`config.mk`:
```
export PLATFORM = sky130hd
export DESIGN_NAME = pci_master_dac_read
export DESIGN_NICKNAME = d
export VERILOG_FILES = /design/src/hdl/pci_dac_pkg.sv /design/src/hdl/beat_if.sv /design/src/hdl/pci_master_dac_read.sv /design/src/hdl/beat_tracker.sv
export SDC_FILE = /design/constraint.sdc
export NUM_CORES = 1
export LEC_CHECK = 0
export ABC_CLOCK_PERIOD_IN_PS = 8100
export BUFFER_PORTS_ARGS = -buffer_cell sky130_fd_sc_hd__buf_2
export CORE_MARGIN = 3
export CORE_UTILIZATION = 43
export CTS_CLUSTER_DIAMETER = 150
export CTS_CLUSTER_SIZE = 20
export DETAILED_ROUTE_END_ITERATION = 12
export PLACE_DENSITY = 0.72
export SLEW_MARGIN = 10
export SYNTH_ARGS = -nofsm -noshare
export SYNTH_HDL_FRONTEND = slang
export SYNTH_SLANG_ARGS = --single-unit
```
`constraint.sdc`:
```
create_clock -name i_clk -period 8.1 [get_ports i_clk]
set_input_delay 1.62 -clock i_clk [delete_from_list [all_inputs] [get_ports i_clk]]
set_output_delay 1.62 -clock i_clk [all_outputs]
set_load 0.005 [all_outputs]
```
`src/hdl/pci_dac_pkg.sv`:
```
// constants and types for the dual address cycle read sequencer
// assumes one clock domain, the pci clock, shared by local logic
package pci_dac_pkg;

    // ***********************************************
    // widths
    // ***********************************************
    localparam int unsigned AD_W    = 32;
    localparam int unsigned CBE_W   = 4;
    localparam int unsigned BURST_W = 8;
    localparam int unsigned STAT_W  = 4;
    localparam int unsigned TERM_W  = 2;
    localparam int unsigned TMO_W   = 3;

    // ***********************************************
    // bus commands
    // ***********************************************
    localparam logic [CBE_W-1:0] CMD_DAC      = 4'hD;
    localparam logic [CBE_W-1:0] CMD_MEM_READ = 4'h6;

    // ***********************************************
    // local status codes
    // ***********************************************
    localparam logic [STAT_W-1:0] XS_IDLE      = 4'h0;
    localparam logic [STAT_W-1:0] XS_ADDR_LOAD = 4'h1;
    localparam logic [STAT_W-1:0] XS_BUS_XFER  = 4'h2;
    localparam logic [STAT_W-1:0] XS_BUS_TERM  = 4'h3;

    localparam logic [TERM_W-1:0] TK_NONE         = 2'h0;
    localparam logic [TERM_W-1:0] TK_NORMAL       = 2'h1;
    localparam logic [TERM_W-1:0] TK_MASTER_ABORT = 2'h2;

    // ***********************************************
    // reset values and timing
    // ***********************************************
    localparam logic [AD_W-1:0]    AD_RST    = 32'h0000_0000;
    localparam logic [BURST_W-1:0] BURST_RST = 8'h00;
    localparam logic [BURST_W-1:0] BURST_ONE = 8'h01;
    localparam logic [TMO_W-1:0]   TMO_RST   = 3'h0;
    // clocks after the high address phase with no target claim
    localparam logic [TMO_W-1:0]   DEVSEL_TMO_CYC = 3'h5;

    typedef enum logic [7:0] {
        ST_IDLE    = 8'h01,
        ST_REQ     = 8'h02,
        ST_GRANT   = 8'h04,
        ST_LOAD    = 8'h08,
        ST_ADDR_LO = 8'h10,
        ST_ADDR_HI = 8'h20,
        ST_DATA    = 8'h40,
        ST_TERM    = 8'h80
    } seq_state_t;

endpackage

```
`src/hdl/beat_if.sv`:
```
// carrier between the sequencer and its beat tracker
// assumes both ends run on the same clock
`timescale 1ns/10ps
interface beat_if;
    import pci_dac_pkg::*;

    logic                 load;
    logic [BURST_W-1:0]   len;
    logic                 beat_done;
    logic                 rd_ready_n;
    logic [AD_W-1:0]      ad_sample;
    logic [BURST_W-1:0]   count;
    logic [AD_W-1:0]      data;
    logic                 strobe;

    modport ctrl (
        output load, len, beat_done, rd_ready_n, ad_sample,
        input  count, data, strobe
    );
    modport tracker (
        input  load, len, beat_done, rd_ready_n, ad_sample,
        output count, data, strobe
    );
endinterface

```
`src/hdl/pci_master_dac_read.sv`:
```
// pci master sequencer: 32-bit burst read with dual address cycle
// assumes local master and pci bus share i_clk; pci pins are
// resolved outside from the output enables
// Notes on behaviour
// RULE_01: two address phases give 64-bit addressing
// RULE_02: local master requests with address, command, length
// RULE_03: request bus one cycle after local request
// RULE_04: grant and idle bus start, grant local
// RULE_05: request plus grant go to address loading
// RULE_06: frame follows address loading; master drops request
// RULE_07: first phase drives low address, dac command
// RULE_08: local master gives upper address then
// RULE_09: first address phase loads beat counter
// RULE_10: release request after frame without local request
// RULE_11: second phase upper address, read command, transaction
// RULE_12: local master gives byte enables, holds ready
// RULE_13: local grant follows bus grant
// RULE_14: turnaround floats ad, drives enables, irdy
// RULE_15: frame stays asserted while beats remain
// RULE_16: target asserts trdy with first word
// RULE_17: irdy and trdy both low completes phase
// RULE_18: next clock outputs word, decrements counter
// RULE_19: trdy and ready give local strobe
// RULE_20: irdy held only while local ready held
// RULE_21: target keeps trdy and drives words
// RULE_22: local master holds ready while accepting
// RULE_23: last beat negates frame
// RULE_24: after last beat release, report normal
// RULE_25: dac command uses standard code
// RULE_26: counter decrements once per completed phase
`timescale 1ns/10ps
module pci_master_dac_read
    import pci_dac_pkg::*;
(
    input  wire logic                          i_clk,
    input  wire logic                          i_sys_rst,
    // pci side
    input  wire logic                          i_gnt_n,
    output logic                               o_req_n,
    input  wire logic                          i_frame_n,
    output logic                               o_frame_n,
    output logic                               o_frame_oe,
    input  wire logic                          i_irdy_n,
    output logic                               o_irdy_n,
    output logic                               o_irdy_oe,
    input  wire logic                          i_trdy_n,
    input  wire logic                          i_devsel_n,
    input  wire logic [pci_dac_pkg::AD_W-1:0]  i_ad,
    output logic      [pci_dac_pkg::AD_W-1:0]  o_ad,
    output logic                               o_ad_oe,
    output logic      [pci_dac_pkg::CBE_W-1:0] o_cbe_n,
    output logic                               o_cbe_oe,
    // local master side
    input  wire logic                          i_local_req_32,
    input  wire logic [pci_dac_pkg::AD_W-1:0]  i_local_addr_data_in,
    input  wire logic [pci_dac_pkg::CBE_W-1:0] i_local_byte_en_in,
    input  wire logic [pci_dac_pkg::BURST_W-1:0] i_burst_len_in,
    input  wire logic                          i_local_rd_ready_n,
    output logic                               o_local_grant,
    output logic      [pci_dac_pkg::STAT_W-1:0] o_local_xfer_state,
    output logic      [pci_dac_pkg::TERM_W-1:0] o_termination_kind,
    output logic      [pci_dac_pkg::BURST_W-1:0] o_beat_counter,
    output logic      [pci_dac_pkg::AD_W-1:0]  o_local_data_out,
    output logic                               o_local_xfer_strobe
);
    import pci_dac_pkg::*;

    // ***********************************************
    // declarations
    // ***********************************************
    seq_state_t         state_q;
    seq_state_t         state_d;
    logic               req_n_q;
    logic               frame_n_q;
    logic               frame_oe_q;
    logic               irdy_n_q;
    logic               irdy_oe_q;
    logic [AD_W-1:0]    ad_q;
    logic               ad_oe_q;
    logic [CBE_W-1:0]   cbe_q;
    logic               cbe_oe_q;
    logic               grant_q;
    logic [STAT_W-1:0]  xstate_q;
    logic [TERM_W-1:0]  term_q;
    logic [AD_W-1:0]    lo_addr_q;
    logic [CBE_W-1:0]   cmd_q;
    logic [BURST_W-1:0] len_q;
    logic [TMO_W-1:0]   tmo_q;
    logic               claimed_q;
    logic               bus_idle;
    logic               beat_done;
    logic               last_beat;
    logic               one_left;
    logic               abort;

    beat_if bif ();

    beat_tracker u_beat (
        .i_clk     (i_clk),
        .i_sys_rst (i_sys_rst),
        .bus       (bif)
    );

    // ***********************************************
    // phase decode
    // ***********************************************
    assign bus_idle  = i_frame_n && i_irdy_n;
    assign beat_done = (state_q == ST_DATA) && !irdy_n_q && !i_trdy_n; // RULE_17
    assign last_beat = beat_done && (bif.count <= BURST_ONE);
    // beats still to finish after the current edge
    assign one_left  = (bif.count - BURST_ONE) == BURST_ONE;
    assign abort     = (state_q == ST_DATA) && !claimed_q && i_devsel_n
                       && (tmo_q == DEVSEL_TMO_CYC);

    assign bif.load       = (state_q == ST_LOAD);
    assign bif.len        = len_q;
    assign bif.beat_done  = beat_done;
    assign bif.rd_ready_n = i_local_rd_ready_n;
    assign bif.ad_sample  = i_ad;

    // ***********************************************
    // sequence
    // ***********************************************
    always_comb begin
        state_d = state_q;
        unique case (state_q)
            ST_IDLE: if (i_local_req_32) state_d = ST_REQ; // RULE_03
            ST_REQ:  if (!i_gnt_n && bus_idle) state_d = ST_GRANT; // RULE_04
            ST_GRANT: begin
                if (i_local_req_32 && !i_gnt_n) begin
                    state_d = ST_LOAD; // RULE_05
                end else if (i_gnt_n) begin
                    state_d = ST_REQ;
                end
            end
            ST_LOAD:    state_d = ST_ADDR_LO; // RULE_06
            ST_ADDR_LO: state_d = ST_ADDR_HI; // RULE_01
            ST_ADDR_HI: state_d = ST_DATA;
            ST_DATA:    if (last_beat || abort) state_d = ST_TERM;
            ST_TERM:    state_d = ST_IDLE;
        endcase
    end

    always_ff @(posedge i_clk or posedge i_sys_rst) begin
        if (i_sys_rst) begin
            state_q <= ST_IDLE;
        end else begin
            state_q <= state_d;
        end
    end

    // ***********************************************
    // bus request and local grant
    // ***********************************************
    always_ff @(posedge i_clk or posedge i_sys_rst) begin
        if (i_sys_rst) begin
            req_n_q <= 1'b1;
        end else if (state_q == ST_IDLE && i_local_req_32) begin
            req_n_q <= 1'b0; // RULE_03
        end else if (!frame_n_q && frame_oe_q && !i_local_req_32) begin
            req_n_q <= 1'b1; // RULE_10
        end else if (state_q == ST_TERM) begin
            req_n_q <= 1'b1;
        end
    end

    always_ff @(posedge i_clk or posedge i_sys_rst) begin
        if (i_sys_rst) begin
            grant_q <= 1'b0;
        end else if (state_q == ST_REQ) begin
            grant_q <= !i_gnt_n && bus_idle; // RULE_04
        end else if (state_q inside {ST_GRANT, ST_LOAD, ST_ADDR_LO, ST_ADDR_HI}) begin
            grant_q <= !i_gnt_n; // RULE_13
        end else begin
            grant_q <= 1'b0;
        end
    end

    // ***********************************************
    // request capture
    // ***********************************************
    always_ff @(posedge i_clk or posedge i_sys_rst) begin
        if (i_sys_rst) begin
            lo_addr_q <= AD_RST;
            cmd_q     <= CMD_DAC;
            len_q     <= BURST_RST;
        end else if (state_q == ST_GRANT && i_local_req_32 && !i_gnt_n) begin
            lo_addr_q <= i_local_addr_data_in; // RULE_05
            cmd_q     <= i_local_byte_en_in;
            len_q     <= (i_burst_len_in == BURST_RST) ? BURST_ONE : i_burst_len_in;
        end
    end

    // ***********************************************
    // frame and initiator ready
    // ***********************************************
    always_ff @(posedge i_clk or posedge i_sys_rst) begin
        if (i_sys_rst) begin
            frame_n_q  <= 1'b1;
            frame_oe_q <= 1'b0;
        end else begin
            unique case (state_q)
                ST_LOAD: begin
                    frame_n_q  <= 1'b0; // RULE_06
                    frame_oe_q <= 1'b1;
                end
                ST_ADDR_HI: begin
                    frame_n_q  <= (bif.count <= BURST_ONE); // RULE_23
                    frame_oe_q <= 1'b1;
                end
                ST_DATA: begin
                    if (last_beat || abort) begin
                        frame_n_q  <= 1'b1; // RULE_24
                        frame_oe_q <= 1'b0;
                    end else if (beat_done && one_left) begin
                        frame_n_q  <= 1'b1; // RULE_23
                    end else begin
                        frame_n_q  <= frame_n_q; // RULE_15
                    end
                end
                default: begin
                    frame_n_q  <= frame_n_q;
                    frame_oe_q <= frame_oe_q;
                end
            endcase
        end
    end

    always_ff @(posedge i_clk or posedge i_sys_rst) begin
        if (i_sys_rst) begin
            irdy_n_q  <= 1'b1;
            irdy_oe_q <= 1'b0;
        end else begin
            unique case (state_q)
                ST_ADDR_LO: begin
                    irdy_n_q  <= 1'b1;
                    irdy_oe_q <= 1'b1;
                end
                ST_ADDR_HI: irdy_n_q <= i_local_rd_ready_n; // RULE_14
                ST_DATA: begin
                    if (last_beat || abort) begin
                        irdy_n_q  <= 1'b1; // RULE_24
                    end else begin
                        irdy_n_q  <= i_local_rd_ready_n; // RULE_20
                    end
                end
                ST_TERM: irdy_oe_q <= 1'b0;
                default: irdy_n_q  <= irdy_n_q;
            endcase
        end
    end

    // ***********************************************
    // address and command lines
    // ***********************************************
    always_ff @(posedge i_clk or posedge i_sys_rst) begin
        if (i_sys_rst) begin
            ad_q    <= AD_RST;
            ad_oe_q <= 1'b0;
        end else begin
            unique case (state_q)
                ST_LOAD: begin
                    ad_q    <= lo_addr_q; // RULE_07
                    ad_oe_q <= 1'b1;
                end
                ST_ADDR_LO: ad_q    <= i_local_addr_data_in; // RULE_11
                ST_ADDR_HI: ad_oe_q <= 1'b0; // RULE_14
                default:    ad_oe_q <= 1'b0;
            endcase
        end
    end

    always_ff @(posedge i_clk or posedge i_sys_rst) begin
        if (i_sys_rst) begin
            cbe_q    <= CMD_DAC;
            cbe_oe_q <= 1'b0;
        end else begin
            unique case (state_q)
                ST_LOAD: begin
                    cbe_q    <= cmd_q; // RULE_25
                    cbe_oe_q <= 1'b1;
                end
                ST_ADDR_LO: cbe_q <= CMD_MEM_READ; // RULE_11
                ST_ADDR_HI: cbe_q <= i_local_byte_en_in; // RULE_14
                ST_DATA: begin
                    if (last_beat || abort) begin
                        cbe_oe_q <= 1'b0; // RULE_24
                    end else if (beat_done) begin
                        cbe_q    <= i_local_byte_en_in;
                    end
                end
                default: cbe_oe_q <= 1'b0;
            endcase
        end
    end

    // ***********************************************
    // target claim watchdog and local status
    // ***********************************************
    always_ff @(posedge i_clk or posedge i_sys_rst) begin
        if (i_sys_rst) begin
            tmo_q     <= TMO_RST;
            claimed_q <= 1'b0;
        end else if (state_q == ST_ADDR_HI) begin
            tmo_q     <= TMO_RST;
            claimed_q <= 1'b0;
        end else if (state_q == ST_DATA) begin
            claimed_q <= claimed_q || !i_devsel_n;
            if (tmo_q != DEVSEL_TMO_CYC) begin
                tmo_q <= tmo_q + 3'h1;
            end
        end
    end

    always_ff @(posedge i_clk or posedge i_sys_rst) begin
        if (i_sys_rst) begin
            xstate_q <= XS_IDLE;
            term_q   <= TK_NONE;
        end else begin
            unique case (state_q)
                ST_IDLE: begin
                    if (i_local_req_32) begin
                        xstate_q <= XS_IDLE;
                        term_q   <= TK_NONE;
                    end
                end
                ST_GRANT:   if (i_local_req_32 && !i_gnt_n) xstate_q <= XS_ADDR_LOAD; // RULE_05
                ST_ADDR_LO: xstate_q <= XS_BUS_XFER; // RULE_11
                ST_DATA: begin
                    if (last_beat) begin
                        xstate_q <= XS_BUS_TERM; // RULE_24
                        term_q   <= TK_NORMAL;
                    end else if (abort) begin
                        xstate_q <= XS_BUS_TERM;
                        term_q   <= TK_MASTER_ABORT;
                    end
                end
                default: xstate_q <= xstate_q; // RULE_07
            endcase
        end
    end

    // ***********************************************
    // outputs
    // ***********************************************
    assign o_req_n             = req_n_q;
    assign o_frame_n           = frame_n_q;
    assign o_frame_oe          = frame_oe_q;
    assign o_irdy_n            = irdy_n_q;
    assign o_irdy_oe           = irdy_oe_q;
    assign o_ad                = ad_q;
    assign o_ad_oe             = ad_oe_q;
    assign o_cbe_n             = cbe_q;
    assign o_cbe_oe            = cbe_oe_q;
    assign o_local_grant       = grant_q;
    assign o_local_xfer_state  = xstate_q;
    assign o_termination_kind  = term_q;
    assign o_beat_counter      = bif.count;
    assign o_local_data_out    = bif.data;
    assign o_local_xfer_strobe = bif.strobe;

endmodule

```
`src/hdl/beat_tracker.sv`:
```
// beat counter, read data capture and local transfer strobe
// assumes beat_done is already qualified by the sequencer
`timescale 1ns/10ps
module beat_tracker
    import pci_dac_pkg::*;
(
    input  wire logic   i_clk,
    input  wire logic   i_sys_rst,
    beat_if.tracker     bus
);

    logic [BURST_W-1:0] count_q;
    logic [AD_W-1:0]    data_q;
    logic               strobe_q;

    // ***********************************************
    // beat counter
    // ***********************************************
    always_ff @(posedge i_clk or posedge i_sys_rst) begin
        if (i_sys_rst) begin
            count_q <= BURST_RST;
        end else if (bus.load) begin
            count_q <= bus.len; // RULE_09
        end else if (bus.beat_done && count_q != BURST_RST) begin
            count_q <= count_q - BURST_ONE; // RULE_26
        end
    end

    // ***********************************************
    // read data toward local master
    // ***********************************************
    always_ff @(posedge i_clk or posedge i_sys_rst) begin
        if (i_sys_rst) begin
            data_q <= AD_RST;
        end else if (bus.beat_done) begin
            data_q <= bus.ad_sample; // RULE_18
        end
    end

    always_ff @(posedge i_clk or posedge i_sys_rst) begin
        if (i_sys_rst) begin
            strobe_q <= 1'b0;
        end else begin
            strobe_q <= bus.beat_done && !bus.rd_ready_n; // RULE_19
        end
    end

    assign bus.count  = count_q;
    assign bus.data   = data_q;
    assign bus.strobe = strobe_q;

endmodule

```
==> flow_results.org <==
** STA
- Final hold slack :: 458 ps
- Final count of pins violating max slew :: 0
- Final worst-path cycle share :: 0.359
- In the final timing run, aggregate negative setup slack is 0 ps.
- Setup violations, final :: 0
- Transition at the pin with the smallest max-transition slack :: 943 ps
- Top achievable clock speed :: 344 MHz
- The final number of hold-violating endpoints is 0.
- Setup repair after global routing left no endpoint under its margin.
- Headroom to the max-slew limit came out at 0.372.
- Post-layout minimum cycle time :: 2910 ps
- The clock arrives with 11.9 ps of skew.

** Clock network
- The H-tree generated during clock tree synthesis spans 4 levels.
- Sinks on the clock net :: 145
- After clock tree synthesis, the repair step resized 0 gates.
- Clock latency at the later pin of the worst-skew pair :: 420 ps
- Clock input transition at the sequential cells of the worst setup and hold paths :: 60 ps
- The number of hold buffers added after CTS was 0.
- Number of buffers on the longest clock path :: 2
- Number of buffers inserted by post-CTS setup repair :: 0
- TritonCTS built the clock tree.
- Clock tree synthesis selected as its root buffer the cell sky130_fd_sc_hd__clkbuf_16.
- TritonCTS created 17 clock buffers.

** Floorplan
- The initialized floorplan defines 44 standard-cell rows.
- Floorplan Core Area :: 14600 um^2
- Pin placement for this block handled 176 I/O pins.
- Measured along the x axis, the die boundary spans 128 um.
- Die area :: 16400 um^2
- Die height :: 128 um
- Initial cell density of the core :: 0.440

** Critical path
- The worst setup path is launched from an input pin.
- Critical path start-end classification :: in2reg
- The worst setup path is captured at a flip-flop.
- Critical-path top delay cell :: sky130_fd_sc_hd__buf_4
- For flop-to-flop paths, the worst setup slack is 5390 ps.
- The number of cells on the worst reg-to-reg path is 6.
- Data arrival time of the worst path :: 3210 ps
- Largest incremental delay on the critical path :: 400 ps
- Walking the worst path, the cells encountered are buf_2 > or2_2 > nor4_4 > buf_4 > nand2_2 > o32ai_1 > nor2_1.
- Worst EP required :: 8400 ps
- FF-to-FF Start :: state_q[6]
- Crit Path Max Fanout :: 37
- FF-to-FF End :: o_frame_n

** Power
- VDD sags by at most 0.000196 V.
- Summed over all cells, the static leakage comes to 4.36 nW.
- Summing internal, switching and leakage power gives 2.07 mW.
- Dividing total power by cell area gives a power density of 260 nW/um^2.

** Layout
- Number of diodes added for antenna fixing :: 0
- For this run, the post-layout net count is 849.
- Signed area change from the synthesized netlist to the final layout :: 24.3%
- Summing all multi-input logic gate instances after layout gives 2450 um^2.
- Final standard cell count with taps included and fillers excluded :: 955
- Across the whole layout, storage elements account for 3640 um^2.
- Fraction of layout cells with a size suffix above 1 :: 0.309
- The finished cells cover 7990 um^2.
- The layout has 1266 filler cells.

** Drt
- The routed layout has 5108 vias.
- Number of violations reported at the end of detailed-routing iteration 0 :: 428
- Detailed Route WL :: 15700 um
- Routed WL per cell :: 16.4 um
- Number of antenna-violating nets in the routed design :: 0
- Number of detailed-routing iterations run before antenna repair :: 7
- In the routed layout, each cell is associated on average with a via count of 5.35.
- DRC errors left :: 0

** GRT
- Via count of the first global-routing pass :: 4924
- For this run, global-route usage on met2 was measured as 0.294.
- Met3 Usage GRT :: 0.0783
- Global routing finished with a remaining overflow of 0.
- Maximum number of pins on one net before global-route repair :: 77
- Global-route wire length before repair :: 25500 um
- In the global route stage, met1 resource usage came out at 0.261.
- Layer carrying the most global-route usage :: met2
- The number of antenna violations at the first check in global routing was 1.
- Global routing usage summed across all routing layers :: 0.195

** Hold path
- Worst Hold Path Cells :: 2
- In this run the worst hold path is classified as reg2reg.
- Min-Delay Endpoint :: u_beat.bus.data[15]
- Hold_sp :: u_beat.bus.data[15]

** Synth
- The synthesized design contains 145 register bits.
- The synthesized netlist occupies a cell area of 6430 um^2.
- After synthesis, the mean cell area works out to 10.9 um^2.
- Count of unique library cells instantiated by Yosys :: 64
- Of all flip-flops after synthesis, the portion carrying an async set or reset was 1.00.
- Synthesis handed over a netlist of 591 instances.
- The Yosys step of the flow raised 0 warnings.
- In the synthesized netlist the dominant register cell turns out to be sky130_fd_sc_hd__dfrtp_1.
- Seq/Total Area, Yosys :: 0.567
- Number of synthesized flops with an enable pin :: 0

** Outcome
- Result of the run :: finished clean

** Placement
- Number of placed instances with taps included :: 923
- After detailed placement, the total cell area comes to 7410 um^2.
- Number of buffers added on ports :: 173
- Detail Placement HPWL :: 10800 um
- Placer's final routability congestion estimate :: 0.859

** Flow run
- Max-cap violations in this run came to 0.
## worst max-delay path: cells and delay by family
family / cells / cell delay (ps)
buffers and inverters: 2 / 500
AOI/OAI and AO/OA: 1 / 300
and+or+nand+nor: 4 / 790
## area by class of cell
class | count | area share
Multi-Input combinational cell | 367 | 0.307
Sequential cell | 145 | 0.456
Clock inverter | 12 | 0.0133
Inverter | 49 | 0.0237
Clock buffer | 20 | 0.0584
Tap cell | 184 | 0.0288
Timing Repair Buffer | 178 | 0.113
## flip-flops by register name, summed over array words and instances, names as in the netlist, 3 cells and up
name,cells
bif.len,8
cmd_q,4
lo_addr_q,32
o_ad,32
o_cbe_n,4
state_q,8
tmo_q,3
u_beat.bus.count,8
u_beat.bus.data,32
## cell usage in the layout, fill, tap and decap left out, types with 15 or more instances in the layout
cell type and instances:
sky130_fd_sc_hd__buf_2 173, sky130_fd_sc_hd__dfrtp_1 135, sky130_fd_sc_hd__nand2_1 110, sky130_fd_sc_hd__inv_1 45, sky130_fd_sc_hd__mux2_1 45, sky130_fd_sc_hd__nor2_1 33
sky130_fd_sc_hd__a222oi_1 32, sky130_fd_sc_hd__clkbuf_16 17, sky130_fd_sc_hd__a21oi_1 15
## per-stage QoR
stage	worst slack [ps]	util
3_3_place_gp	4790	0.508
6_report	5190	0.547
3_5_place_dp	4780	0.508
2_1_floorplan	2600	-
5_1_grt	5120	0.547
4_1_cts	5220	0.547
## kinds of logic (layout without fill, tap and decap cells)
kind of cell,count (synthesis),after routing,synth area share
other,1,2,0.000584
XOR/XNOR,7,7,0.00954
multiplexers,46,46,0.0804
flip-flops,145,145,0.567
AND/OR/NAND/NOR,209,209,0.158
adder cells (fa/ha/maj),6,6,0.0117
AO/OA/AOI/OAI,97,97,0.120
buffers and inverters,80,259,0.0530
## synthesized netlist by cell type, types with 4 or more instances
cell | n | area share
sky130_fd_sc_hd__xnor2_1 | 4 | 0.0055
sky130_fd_sc_hd__mux2_1 | 45 | 0.079
sky130_fd_sc_hd__buf_1 | 4 | 0.0023
sky130_fd_sc_hd__nand2_1 | 110 | 0.064
sky130_fd_sc_hd__buf_6 | 4 | 0.0070
sky130_fd_sc_hd__nor4_1 | 4 | 0.0039
sky130_fd_sc_hd__o22a_1 | 6 | 0.0082
sky130_fd_sc_hd__nor2_1 | 33 | 0.019
sky130_fd_sc_hd__ha_1 | 6 | 0.012
sky130_fd_sc_hd__nand4_1 | 8 | 0.0078
sky130_fd_sc_hd__a222oi_1 | 32 | 0.050
sky130_fd_sc_hd__o21ai_0 | 8 | 0.0062
sky130_fd_sc_hd__o21ai_1 | 5 | 0.0039
sky130_fd_sc_hd__o21a_1 | 5 | 0.0058
sky130_fd_sc_hd__nor3_1 | 10 | 0.0078
sky130_fd_sc_hd__dfrtp_1 | 135 | 0.53
sky130_fd_sc_hd__clkbuf_1 | 19 | 0.011
sky130_fd_sc_hd__nor2b_1 | 5 | 0.0049
sky130_fd_sc_hd__inv_1 | 46 | 0.027
sky130_fd_sc_hd__dfstp_2 | 10 | 0.041
sky130_fd_sc_hd__a21oi_1 | 15 | 0.012
sky130_fd_sc_hd__nand3_1 | 9 | 0.0070
## worst max-delay path by stage
stage / start / to / slack, ps / cells after the start
finish: i_trdy_n / u_beat.bus.count[4] / 5190 / 7
global route: i_sys_rst / bif.len[3] / 5120 / 3
CTS: i_trdy_n / u_beat.bus.count[4] / 5220 / 7
detailed placement: i_trdy_n / u_beat.bus.count[4] / 4780 / 7
global placement: i_trdy_n / u_beat.bus.count[6] / 4790 / 7
floorplan: i_sys_rst / bif.len[0] / 2600 / 1
## report_power, final
part	switching (mW)	internal (mW)
Sequential	0.108	0.890
Combinational	0.157	0.168
Clock	0.303	0.448
## layer usage
layer  part of all wire  up-vias  wire [um]
met5            0.00045        -          7
met2               0.47      161       7380
met1               0.43     2500       6790
li1                   -     2423          -
met3              0.082       22       1280
met4              0.015        2        229
No activity file was read; power rests on OpenSTA's default activity.
